$ cat config.mk
export PLATFORM = sky130hd
export DESIGN_NAME = lwe_core
export DESIGN_NICKNAME = d
export VERILOG_FILES = /design/src/rtl/lwe_pkg.sv /design/src/rtl/lwe_decode.sv /design/src/rtl/lwe_agen.sv /design/src/rtl/lwe_core.sv
export SDC_FILE = /design/constraint.sdc
export NUM_CORES = 1
export LEC_CHECK = 0
export CAP_MARGIN = 20
export CELL_PAD_IN_SITES_DETAIL_PLACEMENT = 1
export CELL_PAD_IN_SITES_GLOBAL_PLACEMENT = 2
export CORE_UTILIZATION = 38
export CTS_CLUSTER_SIZE = 28
export DETAILED_ROUTE_END_ITERATION = 8
export DONT_BUFFER_PORTS = 1
export PLACE_DENSITY = 0.95
export SYNTH_ARGS = -nofsm -noshare
export SYNTH_HDL_FRONTEND = slang
export SYNTH_SLANG_ARGS = --single-unit
$ cat constraint.sdc
create_clock -name clk -period 5.8 [get_ports clk]
set_clock_uncertainty 0.2 [all_clocks]
set_input_delay 0.29 -clock clk [delete_from_list [all_inputs] [get_ports clk]]
set_output_delay 0.29 -clock clk [all_outputs]
set_load 0.01 [all_outputs]
$ cat src/rtl/lwe_pkg.sv
// Shared constants and types of the word-load execution unit.
// Assumes instruction bit 31 is the most significant (big-end bit 0).
`default_nettype none
package lwe_pkg;
  // Major opcodes of the register and immediate forms
  localparam logic [5:0] OP_REG = 6'h32;
  localparam logic [5:0] OP_IMM = 6'h3A;
  // Function field, instruction bits 10..0
  localparam logic [10:0] FN_EXCL = 11'h400;
  localparam logic [10:0] FN_ZERO_MASK = 11'h57F;
  localparam int FN_R_BIT = 9;
  localparam int FN_EA_BIT = 7;
  // Exception causes
  localparam logic [4:0] EC_TLB = 5'h12;
  localparam logic [4:0] EC_ZONE = 5'h10;
  localparam logic [4:0] EC_ALIGN = 5'h01;
  localparam logic [4:0] EC_BUS = 5'h04;
  localparam logic [4:0] EC_PRIV = 5'h07;
  // Bus response code for a granted exclusive read
  localparam logic [1:0] RESP_EXOKAY = 2'h1;

  typedef enum logic [4:0] {
    ST_IDLE = 5'h01,
    ST_CHECK = 5'h02,
    ST_HOLD = 5'h04,
    ST_ADDR = 5'h08,
    ST_DATA = 5'h10
  } lwe_state_t;

  typedef struct packed {
    logic valid;
    logic excl;
    logic imm;
    logic rev;
    logic ea;
    logic [4:0] rd;
    logic [15:0] imm16;
  } lwe_dec_t;

  typedef struct packed {
    logic um;
    logic vm;
    logic saved_user_mode;
    logic saved_virtual_mode;
  } lwe_mode_t;

  typedef struct packed {
    logic [4:0] cause;
    logic s;
    logic w;
    logic [4:0] rx;
    logic zone_fault_flag;
    logic ecc;
  } lwe_esr_t;
endpackage
`default_nettype wire

$ cat src/rtl/lwe_decode.sv
// Instruction decoder for the three word-load forms.
// Assumes the instruction word is stable while it is examined.
`timescale 1ns/10ps
`default_nettype none
module lwe_decode #(
  parameter int REORDER_EN = 1,
  parameter int ADDR_W = 32,
  parameter int DATA_W = 32
) (
  input wire logic [31:0] instr,
  output lwe_pkg::lwe_dec_t dec
);
  // Opcode and function field split into a decoded record
  always_comb begin
    dec = '0;
    dec.rd = instr[25:21];
    dec.imm16 = instr[15:0];
    case (instr[31:26])
      lwe_pkg::OP_REG: begin
        if (instr[10:0] == lwe_pkg::FN_EXCL) begin
          dec.excl = 1'b1;
          dec.valid = 1'b1;
        end else if ((instr[10:0] & lwe_pkg::FN_ZERO_MASK) == 11'h000) begin
          dec.rev = instr[lwe_pkg::FN_R_BIT];
          dec.ea = instr[lwe_pkg::FN_EA_BIT];
          // Reserved combinations and unsupported variants stay invalid
          dec.valid = !(dec.rev && dec.ea)
            && (!dec.rev || REORDER_EN == 1)
            && (!dec.ea || (ADDR_W > 32 && DATA_W == 32));
        end
      end
      lwe_pkg::OP_IMM: begin
        dec.imm = 1'b1;
        dec.valid = 1'b1;
      end
      default: begin
        dec.valid = 1'b0;
      end
    endcase
  end
endmodule
`default_nettype wire

$ cat src/rtl/lwe_agen.sv
// Address former for the word loads.
// Assumes ADDR_W lies between 32 and 64.
`timescale 1ns/10ps
`default_nettype none
module lwe_agen #(
  parameter int ADDR_W = 32
) (
  input wire lwe_pkg::lwe_dec_t dec,
  input wire logic [31:0] base,
  input wire logic [31:0] index,
  input wire logic pfx_valid,
  input wire logic [15:0] pfx_hi,
  output logic [ADDR_W-1:0] addr
);
  logic [31:0] opnd;
  logic [31:0] sum;

  // Second operand: index register or extended immediate
  always_comb begin
    if (!dec.imm) begin
      opnd = index;
    end else if (pfx_valid) begin
      opnd = {pfx_hi, dec.imm16};
    end else begin
      opnd = {{16{dec.imm16[15]}}, dec.imm16};
    end
    sum = base + opnd;
  end

  // Extended form concatenates base and index
  generate
    if (ADDR_W > 32) begin : g_wide
      assign addr = dec.ea ? {base[ADDR_W-33:0], index}
                           : {{(ADDR_W-32){1'b0}}, sum};
    end else begin : g_narrow
      assign addr = sum[ADDR_W-1:0];
    end
  endgenerate
endmodule
`default_nettype wire

$ cat src/rtl/lwe_core.sv
// Word-load execution unit: decode, address, checks, bus read, write-back.
// Assumes MMU lookups answer for lookup_addr in the same cycle and a
// single-beat 32-bit read channel toward the data interconnect.
`timescale 1ns/10ps
`default_nettype none
module lwe_core #(
  parameter int AREA_OPT = 0,
  parameter int REORDER_EN = 1,
  parameter int ADDR_W = 32,
  parameter int DATA_W = 32,
  parameter bit PERIPH_EXCL = 1'b1,
  parameter bit CACHE_EXCL = 1'b0
) (
  input wire logic clk,
  input wire logic rst_n,
  input wire logic issue_valid,
  output logic issue_ready,
  input wire logic [31:0] instr,
  input wire logic [31:0] base_val,
  input wire logic [31:0] index_val,
  input wire logic imm_pfx_valid,
  input wire logic [15:0] imm_pfx_hi,
  input wire lwe_pkg::lwe_mode_t mode_in,
  input wire logic exc_enable,
  input wire logic pae_enable,
  input wire logic ea_allowed,
  output logic [ADDR_W-1:0] lookup_addr,
  input wire logic tlb_miss,
  input wire logic zone_no_access,
  input wire logic addr_cached,
  output logic m_arvalid,
  input wire logic m_arready,
  output logic [ADDR_W-1:0] m_araddr,
  output logic m_arlock,
  input wire logic m_rvalid,
  output logic m_rready,
  input wire logic [31:0] m_rdata,
  input wire logic [1:0] m_rresp,
  output logic illegal,
  output logic done,
  output logic rd_we,
  output logic [4:0] rd_idx,
  output logic [DATA_W-1:0] rd_data,
  output logic exc_valid,
  output lwe_pkg::lwe_esr_t exception_status,
  output logic mode_we,
  output lwe_pkg::lwe_mode_t mode_out,
  output logic carry_we,
  output logic carry,
  output logic resv_set
);
  lwe_pkg::lwe_state_t state_r;
  lwe_pkg::lwe_state_t state_nxt;
  lwe_pkg::lwe_dec_t dec;
  lwe_pkg::lwe_dec_t dec_r;
  lwe_pkg::lwe_esr_t exc_esr;
  lwe_pkg::lwe_esr_t bus_esr;
  lwe_pkg::lwe_mode_t saved_mode;
  logic [ADDR_W-1:0] addr;
  logic issue_fire;
  logic eval;
  logic exc_hit;
  logic exc_mode;
  logic priv_err;
  logic excl_on;
  logic excl_on_r;
  logic r_fire;
  logic nok;
  logic [31:0] load_word;

  lwe_decode #(
    .REORDER_EN(REORDER_EN),
    .ADDR_W(ADDR_W),
    .DATA_W(DATA_W)
  ) i_lwe_decode (
    .instr(instr),
    .dec(dec)
  );

  lwe_agen #(
    .ADDR_W(ADDR_W)
  ) i_lwe_agen (
    .dec(dec),
    .base(base_val),
    .index(index_val),
    .pfx_valid(imm_pfx_valid),
    .pfx_hi(imm_pfx_hi),
    .addr(addr)
  );

  // Byte order swap of a loaded word
  function automatic logic [31:0] bswap(input logic [31:0] w);
    bswap = {w[7:0], w[15:8], w[23:16], w[31:24]};
  endfunction

  // Handshake terms and the cycle in which checks resolve
  assign issue_fire = issue_valid && issue_ready;
  assign eval = (state_r == lwe_pkg::ST_CHECK && AREA_OPT != 1)
             || state_r == lwe_pkg::ST_HOLD;
  assign r_fire = m_rvalid && m_rready;
  assign excl_on = addr_cached ? CACHE_EXCL : PERIPH_EXCL;
  assign nok = excl_on_r && (m_rresp != lwe_pkg::RESP_EXOKAY);
  assign priv_err = dec_r.ea && pae_enable && !ea_allowed;
  assign load_word = dec_r.rev ? bswap(m_rdata) : m_rdata;
  assign saved_mode = '{um: 1'b0, vm: 1'b0, saved_user_mode: mode_in.um, saved_virtual_mode: mode_in.vm};

  // Prioritised exception selection at the check cycle
  always_comb begin
    exc_esr = '0;
    exc_hit = 1'b1;
    exc_mode = 1'b0;
    if (priv_err) begin
      exc_esr.cause = lwe_pkg::EC_PRIV;
    end else if (mode_in.vm && tlb_miss) begin
      exc_esr.cause = lwe_pkg::EC_TLB;
      exc_mode = 1'b1;
    end else if (mode_in.um && mode_in.vm && zone_no_access) begin
      exc_esr.cause = lwe_pkg::EC_ZONE;
      exc_esr.zone_fault_flag = 1'b1;
      exc_mode = 1'b1;
    end else if (!dec_r.excl && lookup_addr[1:0] != 2'h0) begin
      exc_esr.cause = lwe_pkg::EC_ALIGN;
      exc_esr.w = 1'b1;
      exc_esr.rx = dec_r.rd;
    end else begin
      exc_hit = 1'b0;
    end
  end

  // Data bus exception record for a refused exclusive read
  always_comb begin
    bus_esr = '0;
    bus_esr.cause = lwe_pkg::EC_BUS;
  end

  // Sequencer next state
  always_comb begin
    state_nxt = state_r;
    case (state_r)
      lwe_pkg::ST_IDLE: begin
        if (issue_fire && dec.valid) begin
          state_nxt = lwe_pkg::ST_CHECK;
        end
      end
      lwe_pkg::ST_CHECK: begin
        if (AREA_OPT == 1) begin
          state_nxt = lwe_pkg::ST_HOLD;
        end else begin
          state_nxt = exc_hit ? lwe_pkg::ST_IDLE : lwe_pkg::ST_ADDR;
        end
      end
      lwe_pkg::ST_HOLD: begin
        state_nxt = exc_hit ? lwe_pkg::ST_IDLE : lwe_pkg::ST_ADDR;
      end
      lwe_pkg::ST_ADDR: begin
        if (m_arready) begin
          state_nxt = lwe_pkg::ST_DATA;
        end
      end
      lwe_pkg::ST_DATA: begin
        if (m_rvalid) begin
          state_nxt = lwe_pkg::ST_IDLE;
        end
      end
      default: begin
        state_nxt = lwe_pkg::ST_IDLE;
      end
    endcase
  end

  // State register and issue acceptance
  always_ff @(posedge clk) begin
    if (!rst_n) begin
      state_r <= lwe_pkg::ST_IDLE;
      issue_ready <= 1'b0;
    end else begin
      state_r <= state_nxt;
      issue_ready <= (state_nxt == lwe_pkg::ST_IDLE);
    end
  end

  // Capture of the accepted instruction and its address
  always_ff @(posedge clk) begin
    if (!rst_n) begin
      dec_r <= '0;
      lookup_addr <= '0;
      illegal <= 1'b0;
    end else begin
      illegal <= issue_fire && !dec.valid;
      if (issue_fire && dec.valid) begin
        dec_r <= dec;
        lookup_addr <= addr;
      end
    end
  end

  // Read address and data channel
  always_ff @(posedge clk) begin
    if (!rst_n) begin
      m_arvalid <= 1'b0;
      m_araddr <= '0;
      m_arlock <= 1'b0;
      m_rready <= 1'b0;
      excl_on_r <= 1'b0;
    end else begin
      if (eval && !exc_hit) begin
        m_arvalid <= 1'b1;
        m_araddr <= lookup_addr;
        m_arlock <= dec_r.excl && excl_on;
        excl_on_r <= dec_r.excl && excl_on;
      end else if (m_arvalid && m_arready) begin
        m_arvalid <= 1'b0;
      end
      if (m_arvalid && m_arready) begin
        m_rready <= 1'b1;
      end else if (r_fire) begin
        m_rready <= 1'b0;
      end
    end
  end

  // Write-back, status and mode updates
  always_ff @(posedge clk) begin
    if (!rst_n) begin
      done <= 1'b0;
      rd_we <= 1'b0;
      rd_idx <= '0;
      rd_data <= '0;
      exc_valid <= 1'b0;
      exception_status <= '0;
      mode_we <= 1'b0;
      mode_out <= '0;
      carry_we <= 1'b0;
      carry <= 1'b0;
      resv_set <= 1'b0;
    end else begin
      done <= 1'b0;
      rd_we <= 1'b0;
      exc_valid <= 1'b0;
      mode_we <= 1'b0;
      carry_we <= 1'b0;
      resv_set <= 1'b0;
      if (eval && exc_hit) begin
        done <= 1'b1;
        exc_valid <= 1'b1;
        exception_status <= exc_esr;
        mode_we <= exc_mode;
        mode_out <= saved_mode;
      end else if (r_fire) begin
        done <= 1'b1;
        if (dec_r.excl && nok && exc_enable) begin
          exc_valid <= 1'b1;
          exception_status <= bus_esr;
          mode_we <= 1'b1;
          mode_out <= saved_mode;
        end else begin
          rd_we <= 1'b1;
          rd_idx <= dec_r.rd;
          rd_data <= DATA_W'(load_word);
          if (dec_r.excl) begin
            resv_set <= 1'b1;
            carry_we <= 1'b1;
            carry <= nok;
          end
        end
      end
    end
  end
endmodule
`default_nettype wire

==> key figures, run 1 <==
STA
  • Setup TNS: 0 ns
  • Final Max Slew Viols: 0
  • Measured slew at the worst slew-check pin: 1.03 ns
  • Relative slew slack: 31.4%
  • Fin. Hold Viols: 0
  • Hold_ws: 0.0154 ns
  • Unrepaired setup endpoints after global routing: false
  • Setup violators final: 0
  • Min cycle time layout: 3.79 ns
  • Fin crit share: 65.4%
  • Max Fclk: 264 MHz

GRT
  • Total GRT Usage: 25.4%
  • Largest net degree at the start of global routing: 75
  • Total global routing overflow: 0
  • Initial antenna violation count: 0
  • Global-route wire length before repair: 39900 µm
  • Vias in the first global route: 7260

Synth
  • #FFs+latches synth: 138
  • Number of flops mapped to enable cells by yosys: 0
  • Post-synth ARST share: 0%
  • Post-synthesis cell type count: 66
  • Seq/Total Area, Yosys: 36.9%
  • Yosys Warn Count: 0
  • Syn Area/Cell: 8.09 µm²
  • Area of the mapped netlist: 0.00749 mm²
  • Post-synth top flop: dfxtp_1
  • Cells after Synth: 926

Critical path
  • Worst setup SP type: input port
  • Slowest cell delay on critical path: 0.49 ns
  • Worst Path Buf+Inv: 1
  • Worst r2r src: lookup_addr[0]
  • Reg2Reg Depth: 7
  • Worst setup path end: lookup_addr[29]
  • Worst Path Required: 5.89 ns
  • Reg2Reg Setup Slack: 2.42 ns
  • Cell family contributing the most delay on the critical path: compound AO/OA/AOI/OAI gates
  • Critical-path cell list: nand2_1 > nor4_2 > buf_4 > mux2_2 > ha_1 > a21oi_1 > o21ai_0 > a311oi_1 > o21ai_1 > a41oi_1 > or4_1 > nand3_1
  • Worst Setup SP: instr[30]
  • FF-to-FF End: rd_data[17]
  • CP Max Fanout: 48
  • CP Capture Type: flop
  • Critical-path top delay cell: a41oi_1
  • Critical path arrival: 3.88 ns
  • WP depth: 12
  • Crit Path Category: input port to flop

Pwr
  • Leak pwr: 0.00306 µW
  • Pwr/cell area: 263 mW/mm²
  • Total chip power: 2330 µW
  • Maximum vdd drop: 0.181 mV

Cells and area
  • Post-Layout Cell Count: 1231
  • Commonest cells after routing, fill and taps aside: dfxtp_1, nand2_1, a21oi_1
  • Commonest non-fill, non-tap cell in the layout: dfxtp_1
  • # diodes: 0
  • Layout area overhead: 18.0%
  • Share of layout cells above drive strength 1: 7.62%
  • # nets final: 1152

Placed design
  • Hpwl dp: 17000 µm
  • IO Port Bufs: 0
  • # placed instances: 1134
  • Gpl congestion: 0.824

Floorplan
  • Io pins: 293
  • DIE AREA: 0.0203 mm²
  • Initial Util: 39.4%
  • Die width: 142 µm
  • Num rows: 50
  • Height of the die: 142 µm
  • Core area: 0.0190 mm²

Route
  • Vias: 7135
  • 1st-iter DRT viols: 268
  • Vias per inst: 5.80
  • Detailed Routing Iterations Pass 1: 4
  • DR WL/cell: 21.2 µm
  • Final wirelength: 26100 µm
  • Number of routed nets with antenna violations: 0
  • Remaining DRCs: 0

CTS
  • Max clock buf depth: 2
  • H-tree Lvls: 4
  • CTS tree: yes
  • TritonCTS Buffers: 17
  • Clk pin slew, worst setup/hold paths: 0.06 ns
  • Root buffer cell: clkbuf_16
  • Worst-skew pair later-pin latency: 0.42 ns
  • Sink Count: 138
  • Post-CTS Resized: 0

Hold path
  • Hold Crit Class: input port to flop

Job
  • Max-Cap Viols: 0

Status
  • Status: complete, no violations
## per-stage QoR
stage	worst slack, ns	utilization [%]	area (µm²)
6_report	2.01	46.5	8840
5_1_grt	1.65	46.5	8840
4_1_cts	2.00	46.5	8840
3_5_place_dp	1.60	40.1	7620
3_3_place_gp	1.63	40.1	7620
2_1_floorplan	1.73	-	7510
## synth_stat cells, types with 5 or more instances
master	instances	share of area (%)
and3_1	9	0.75
a22oi_1	7	0.70
mux2_2	16	2.4
ha_1	31	5.2
or3_1	7	0.58
o21bai_1	5	0.50
nand3_1	26	1.7
mux2i_1	43	5.7
a21o_1	10	1.0
clkbuf_1	40	2.0
buf_4	6	0.60
and2_1	5	0.42
o21a_1	7	0.70
a211oi_1	49	4.9
a21oi_1	119	8.0
xor2_1	5	0.58
inv_1	10	0.50
o21ai_0	29	1.9
buf_2	12	0.80
nor2_1	98	4.9
xnor2_1	10	1.2
dfxtp_1	138	37
nand2_1	135	6.8
o211ai_1	7	0.70
nand4_1	8	0.67
nor3_1	14	0.94
## how the worst min path moves through the flow
stage / end / startpoint / slack (ns) / depth (start not counted)
floorplan: dec_r[16] / instr[21] / 0.23 / 2
global placement: rd_we / rst_n / 0.22 / 1
detailed placement: rd_we / rst_n / 0.22 / 1
CTS: exception_status[13] / mode_in[2] / 0.002 / 3
global route: carry / m_rresp[0] / 0.03 / 3
finish: carry / m_rresp[0] / 0.02 / 3
## flip-flops by register name, summed over array words and instances, names as in the netlist, 2 cells and up
name              count
rd_data              32
state_r               5
lookup_addr          32
mode_out              2
m_araddr             32
rd_idx                5
exception_status     11
dec_r                 8
## report_power, final
group / internal (µW) / total (µW) / leakage, µW / switching [µW]
clock: 635 / 1070 / 0.000273 / 433
sequential: 950 / 953 / 0.00111 / 3.19
combinational: 131 / 309 / 0.00167 / 178
total: 1720 / 2330 / 0.00306 / 614
## repair_timing
item,4_1_cts,5_1_grt
hold buffers,65,0
endpoints found under the hold margin,60,0
buffers inserted,0,0
## worst min-delay path: cells and delay by family
| kind | cells | cell delay, ns |
|---|---|---|
| compound gates | 2 | 0.18 |
| simple gates | 1 | 0.10 |
## kinds of logic after synthesis
kind of cell    synth area share, %
simple gates                   21.1
flops                          36.9
buf+inv                        4.26
mux                            8.15
compound gates                 22.3
xor+xnor                       1.75
other cells                  0.0501
fa+ha+maj                      5.45
## per-layer routing
metal | up-vias | GRT usage (%) | wire, µm
li1 | 3397 | - | -
met2 | 257 | 44.3 | 12700
met3 | 55 | 5.15 | 1720
met5 | - | 0 | 0
met1 | 3426 | 29.6 | 10900
met4 | 0 | 12.1 | 824
## cell type report
cell class	count	area [µm²]
Clock buffer	18	429
Clock inverter	14	145
Fill cell	2313	10200
Inverter	10	40.0
Multi-Input combinational cell	720	4440
Sequential cell	138	2760
Tap cell	260	325
Timing Repair Buffer	71	696
No activity file was read; power rests on OpenSTA's default activity.
==> inputs of run 2 (changes only) <==
--- a/config.mk
+++ b/config.mk
@@ -8,11 +8,11 @@
 export CAP_MARGIN = 20
 export CELL_PAD_IN_SITES_DETAIL_PLACEMENT = 1
 export CELL_PAD_IN_SITES_GLOBAL_PLACEMENT = 2
-export CORE_UTILIZATION = 38
+export CORE_UTILIZATION = 35
 export CTS_CLUSTER_SIZE = 28
 export DETAILED_ROUTE_END_ITERATION = 8
 export DONT_BUFFER_PORTS = 1
-export PLACE_DENSITY = 0.95
+export PLACE_DENSITY = 0.89
 export SYNTH_ARGS = -nofsm -noshare
 export SYNTH_HDL_FRONTEND = slang
 export SYNTH_SLANG_ARGS = --single-unit
==> constraint.sdc (replaced) <==
create_clock -name clk -period 3.6 [get_ports clk]
set_clock_uncertainty 0.2 [all_clocks]
set_input_delay 0.18 -clock clk [delete_from_list [all_inputs] [get_ports clk]]
set_output_delay 0.18 -clock clk [all_outputs]
set_load 0.01 [all_outputs]
==> run 2 against run 1 <==
Net effect: routed wire length up 3.3%; critical path depth fell by 4; power up 65%; critical endpoint is now rd_data[8].
==> key figures, run 2 (synthesis results as in run 1) <==
Route
  • Met1 Wirelength: 11400 µm (+4.9%)
  • DR WL met2: 13100 µm (+3.0%)
  • Final wirelength: 27000 µm (+3.3%)
  • Detailed Routing Iterations Pass 1: 4 (unchanged)
  • Met3 wire len: 1830 µm (+6.3%)
  • Remaining DRCs: 0 (unchanged)
  • Number of routed nets with antenna violations: 0 (unchanged)
  • Vias: 7309 (+2.4%)
  • 1st-iter DRT viols: 300 (+12%)
  • DR top layer: met4
  • DR WL/cell: 20.9 µm (-1.4%)
  • Vias per inst: 5.67 (-2.2%)

STA
  • Fin crit share: 92.2%
  • Worst setup margin: 0.279 ns (-1.73 ns)
  • Final Max Slew Viols: 0 (unchanged)
  • Unrepaired setup endpoints after global routing: false
  • Min cycle time layout: 3.32 ns
  • Measured slew at the worst slew-check pin: 1.02 ns (-0.00569 ns)
  • Setup violators final: 0 (unchanged)
  • Max Fclk: 301 MHz
  • Relative slew slack: 31.9% (+0.52 points)
  • Setup TNS: 0 ns (unchanged)
  • Fin. Hold Viols: 0 (unchanged)

Critical path
  • Worst setup path end: rd_data[8]
  • Reg2Reg Setup Slack: 0.28 ns (-2.14 ns)
  • Worst r2r src: dec_r[21]
  • Worst Setup SP: dec_r[21]
  • Slowest cell delay on critical path: 0.60 ns (+0.11 ns)
  • Critical-path top delay cell: and3b_2
  • WP depth: 8 (-4)
  • FF-to-FF End: rd_data[8]
  • Critical path arrival: 3.41 ns (-0.47 ns)
  • Cell family contributing the most delay on the critical path: simple AND/OR/NAND/NOR gates
  • CP Max Fanout: 21 (-56%)
  • Crit Path Category: flop to flop
  • Critical-path cell list: and3b_1 > a21o_1 > dlygate4sd3_1 > o21ai_2 > and3b_2 > buf_4 > nor2_1 > a211oi_1
  • Worst setup SP type: flop
  • Worst Path Required: 3.69 ns (-2.20 ns)
  • Worst Path Buf+Inv: 2 (+1)
  • Reg2Reg Depth: 8 (+1)
  • CP Capture Type: flop

Floorplan
  • Initial Util: 35.6% (-3.8 points)
  • Io pins: 293 (unchanged)
  • Num rows: 53 (+6.0%)
  • DIE AREA: 0.0220 mm² (+8.5%)
  • Height of the die: 148 µm (+4.1%)
  • Die width: 148 µm (+4.1%)
  • Core area: 0.0210 mm² (+11%)

Job
  • Max-Cap Viols: 0 (unchanged)

Status
  • Status: complete, no violations

CTS
  • Max clock buf depth: 2 (unchanged)
  • Sink Count: 138 (unchanged)
  • Setup repair bufs after CTS: 0 (unchanged)
  • Worst-skew pair later-pin latency: 0.42 ns (about the same)
  • H-tree Lvls: 4 (unchanged)
  • TritonCTS Buffers: 17 (unchanged)
  • CTS tree: yes
  • Clk pin slew, worst setup/hold paths: 0.07 ns (about the same)
  • Root buffer cell: clkbuf_16

Cells and area
  • Biggest registers after layout: lookup_addr (32), m_araddr (32), rd_data (32)
  • Final instance area: 0.00925 mm² (+4.6%)
  • Commonest cells after routing, fill and taps aside: dfxtp_1, nand2_1, a21oi_1
  • Share of layout cells above drive strength 1: 10.6% (+2.9 points)
  • Fillers: 2506 (+8.3%)
  • Layout area overhead: 23.5%
  • Util after Layout: 44.0% (-2.5 points)
  • # nets final: 1195 (+3.7%)
  • Commonest non-fill, non-tap cell in the layout: dfxtp_1

GRT
  • Global-route wire length before repair: 41300 µm (+3.4%)
  • Initial antenna violation count: 1 (+1)
  • Vias in the first global route: 7462 (+2.8%)
  • Total GRT Usage: 24.0% (-1.4 points)
  • Total global routing overflow: 0 (unchanged)
  • Largest net degree at the start of global routing: 82 (+9.3%)

Pwr
  • Combinational Power Share: 14.5% (+1.2 points)
  • Maximum vdd drop: 0.280 mV (+55%)
  • Switching power: 1020 µW (+66%)
  • Pwr/cell area: 416 mW/mm² (+58%)
  • Total chip power: 3840 µW (+65%)
  • Clock power frac: 45.5% (-0.3 points)
  • Leak pwr: 0.00329 µW (+7.7%)
  • Net Sw Frac: 26.5% (+0.16 points)
  • Reg power frac: 39.9% (-1.0 points)
  • Internal power: 2820 µW (+65%)

Placed design
  • IO Port Bufs: 0 (unchanged)
  • Placement Setup Slack: -0.0699 ns (-1.67 ns)
  • Hpwl dp: 18000 µm (+5.9%)
  • Area post-placement: 0.00790 mm² (+3.7%)
  • Gpl congestion: 0.814 (-1.2%)

Hold path
  • Hold Crit Class: input port to flop
  • Hold Path Stages: 3 (unchanged)
[run 2: layer usage]
metal  up-vias  global-route usage [%]
met2       268                    41.8
met5         -                       0
met4         0                    9.38
met1      3521                    28.2
met3        44                    6.07
li1       3476                       -
[run 2: layout make-up]
type / count / area, µm² / share of cell area [%]
Multi-Input combinational cell: 720 / 4460 / 48.2
Sequential cell: 138 / 2760 / 29.9
Timing Repair Buffer: 114 / 1060 / 11.5
Clock buffer: 18 / 439 / 4.75
Tap cell: 275 / 344 / 3.72
Clock inverter: 13 / 140 / 1.51
Inverter: 10 / 40.0 / 0.433
Antenna cell: 1 / 2.50 / 0.0270
[run 2: worst min path at each step]
stage | from | endpoint
final | base_val[27] | lookup_addr[27]
after global routing | base_val[27] | lookup_addr[27]
after CTS | base_val[5] | lookup_addr[5]
after detailed placement | rst_n | rd_we
after global placement | rst_n | issue_ready
after floorplan | instr[21] | dec_r[16]
[run 2: repair_timing]
item / in CTS / in global routing
gates resized for setup: 0 / 0
hold buffers: 77 / 0
endpoints found under the hold margin: 98 / 0
endpoints found under the setup margin: 0 / 0
[run 2: power by group through the flow]
stage / Combinational [µW] / Sequential [µW] / Clock, µW
after global routing: 611 / 1530 / 1850
after floorplan: 344 / 1570 / 0
final: 559 / 1540 / 1750
after detailed placement: 475 / 1570 / 0
after global placement: 467 / 1570 / 0
after CTS: 551 / 1540 / 1770
[run 2: per-stage QoR]
| stage | hold slack, ns | cells |
|---|---|---|
| floorplan | 0.116 | 931 |
| global placement | 0.113 | 1180 |
| detailed placement | 0.114 | 1180 |
| CTS | 0.000301 | 1288 |
| global route | 0.0293 | 1289 |
| finish | 0.0100 | 1289 |
[run 2: worst register-to-register path, stage by stage, from the launching register on]
cell and delay (ns):
dfxtp_1 0.31, and3b_1 0.23, a21o_1 0.17, dlygate4sd3_1 0.58, o21ai_2 0.33, and3b_2 0.60, buf_4 0.31, nor2_1 0.07
a211oi_1 0.38
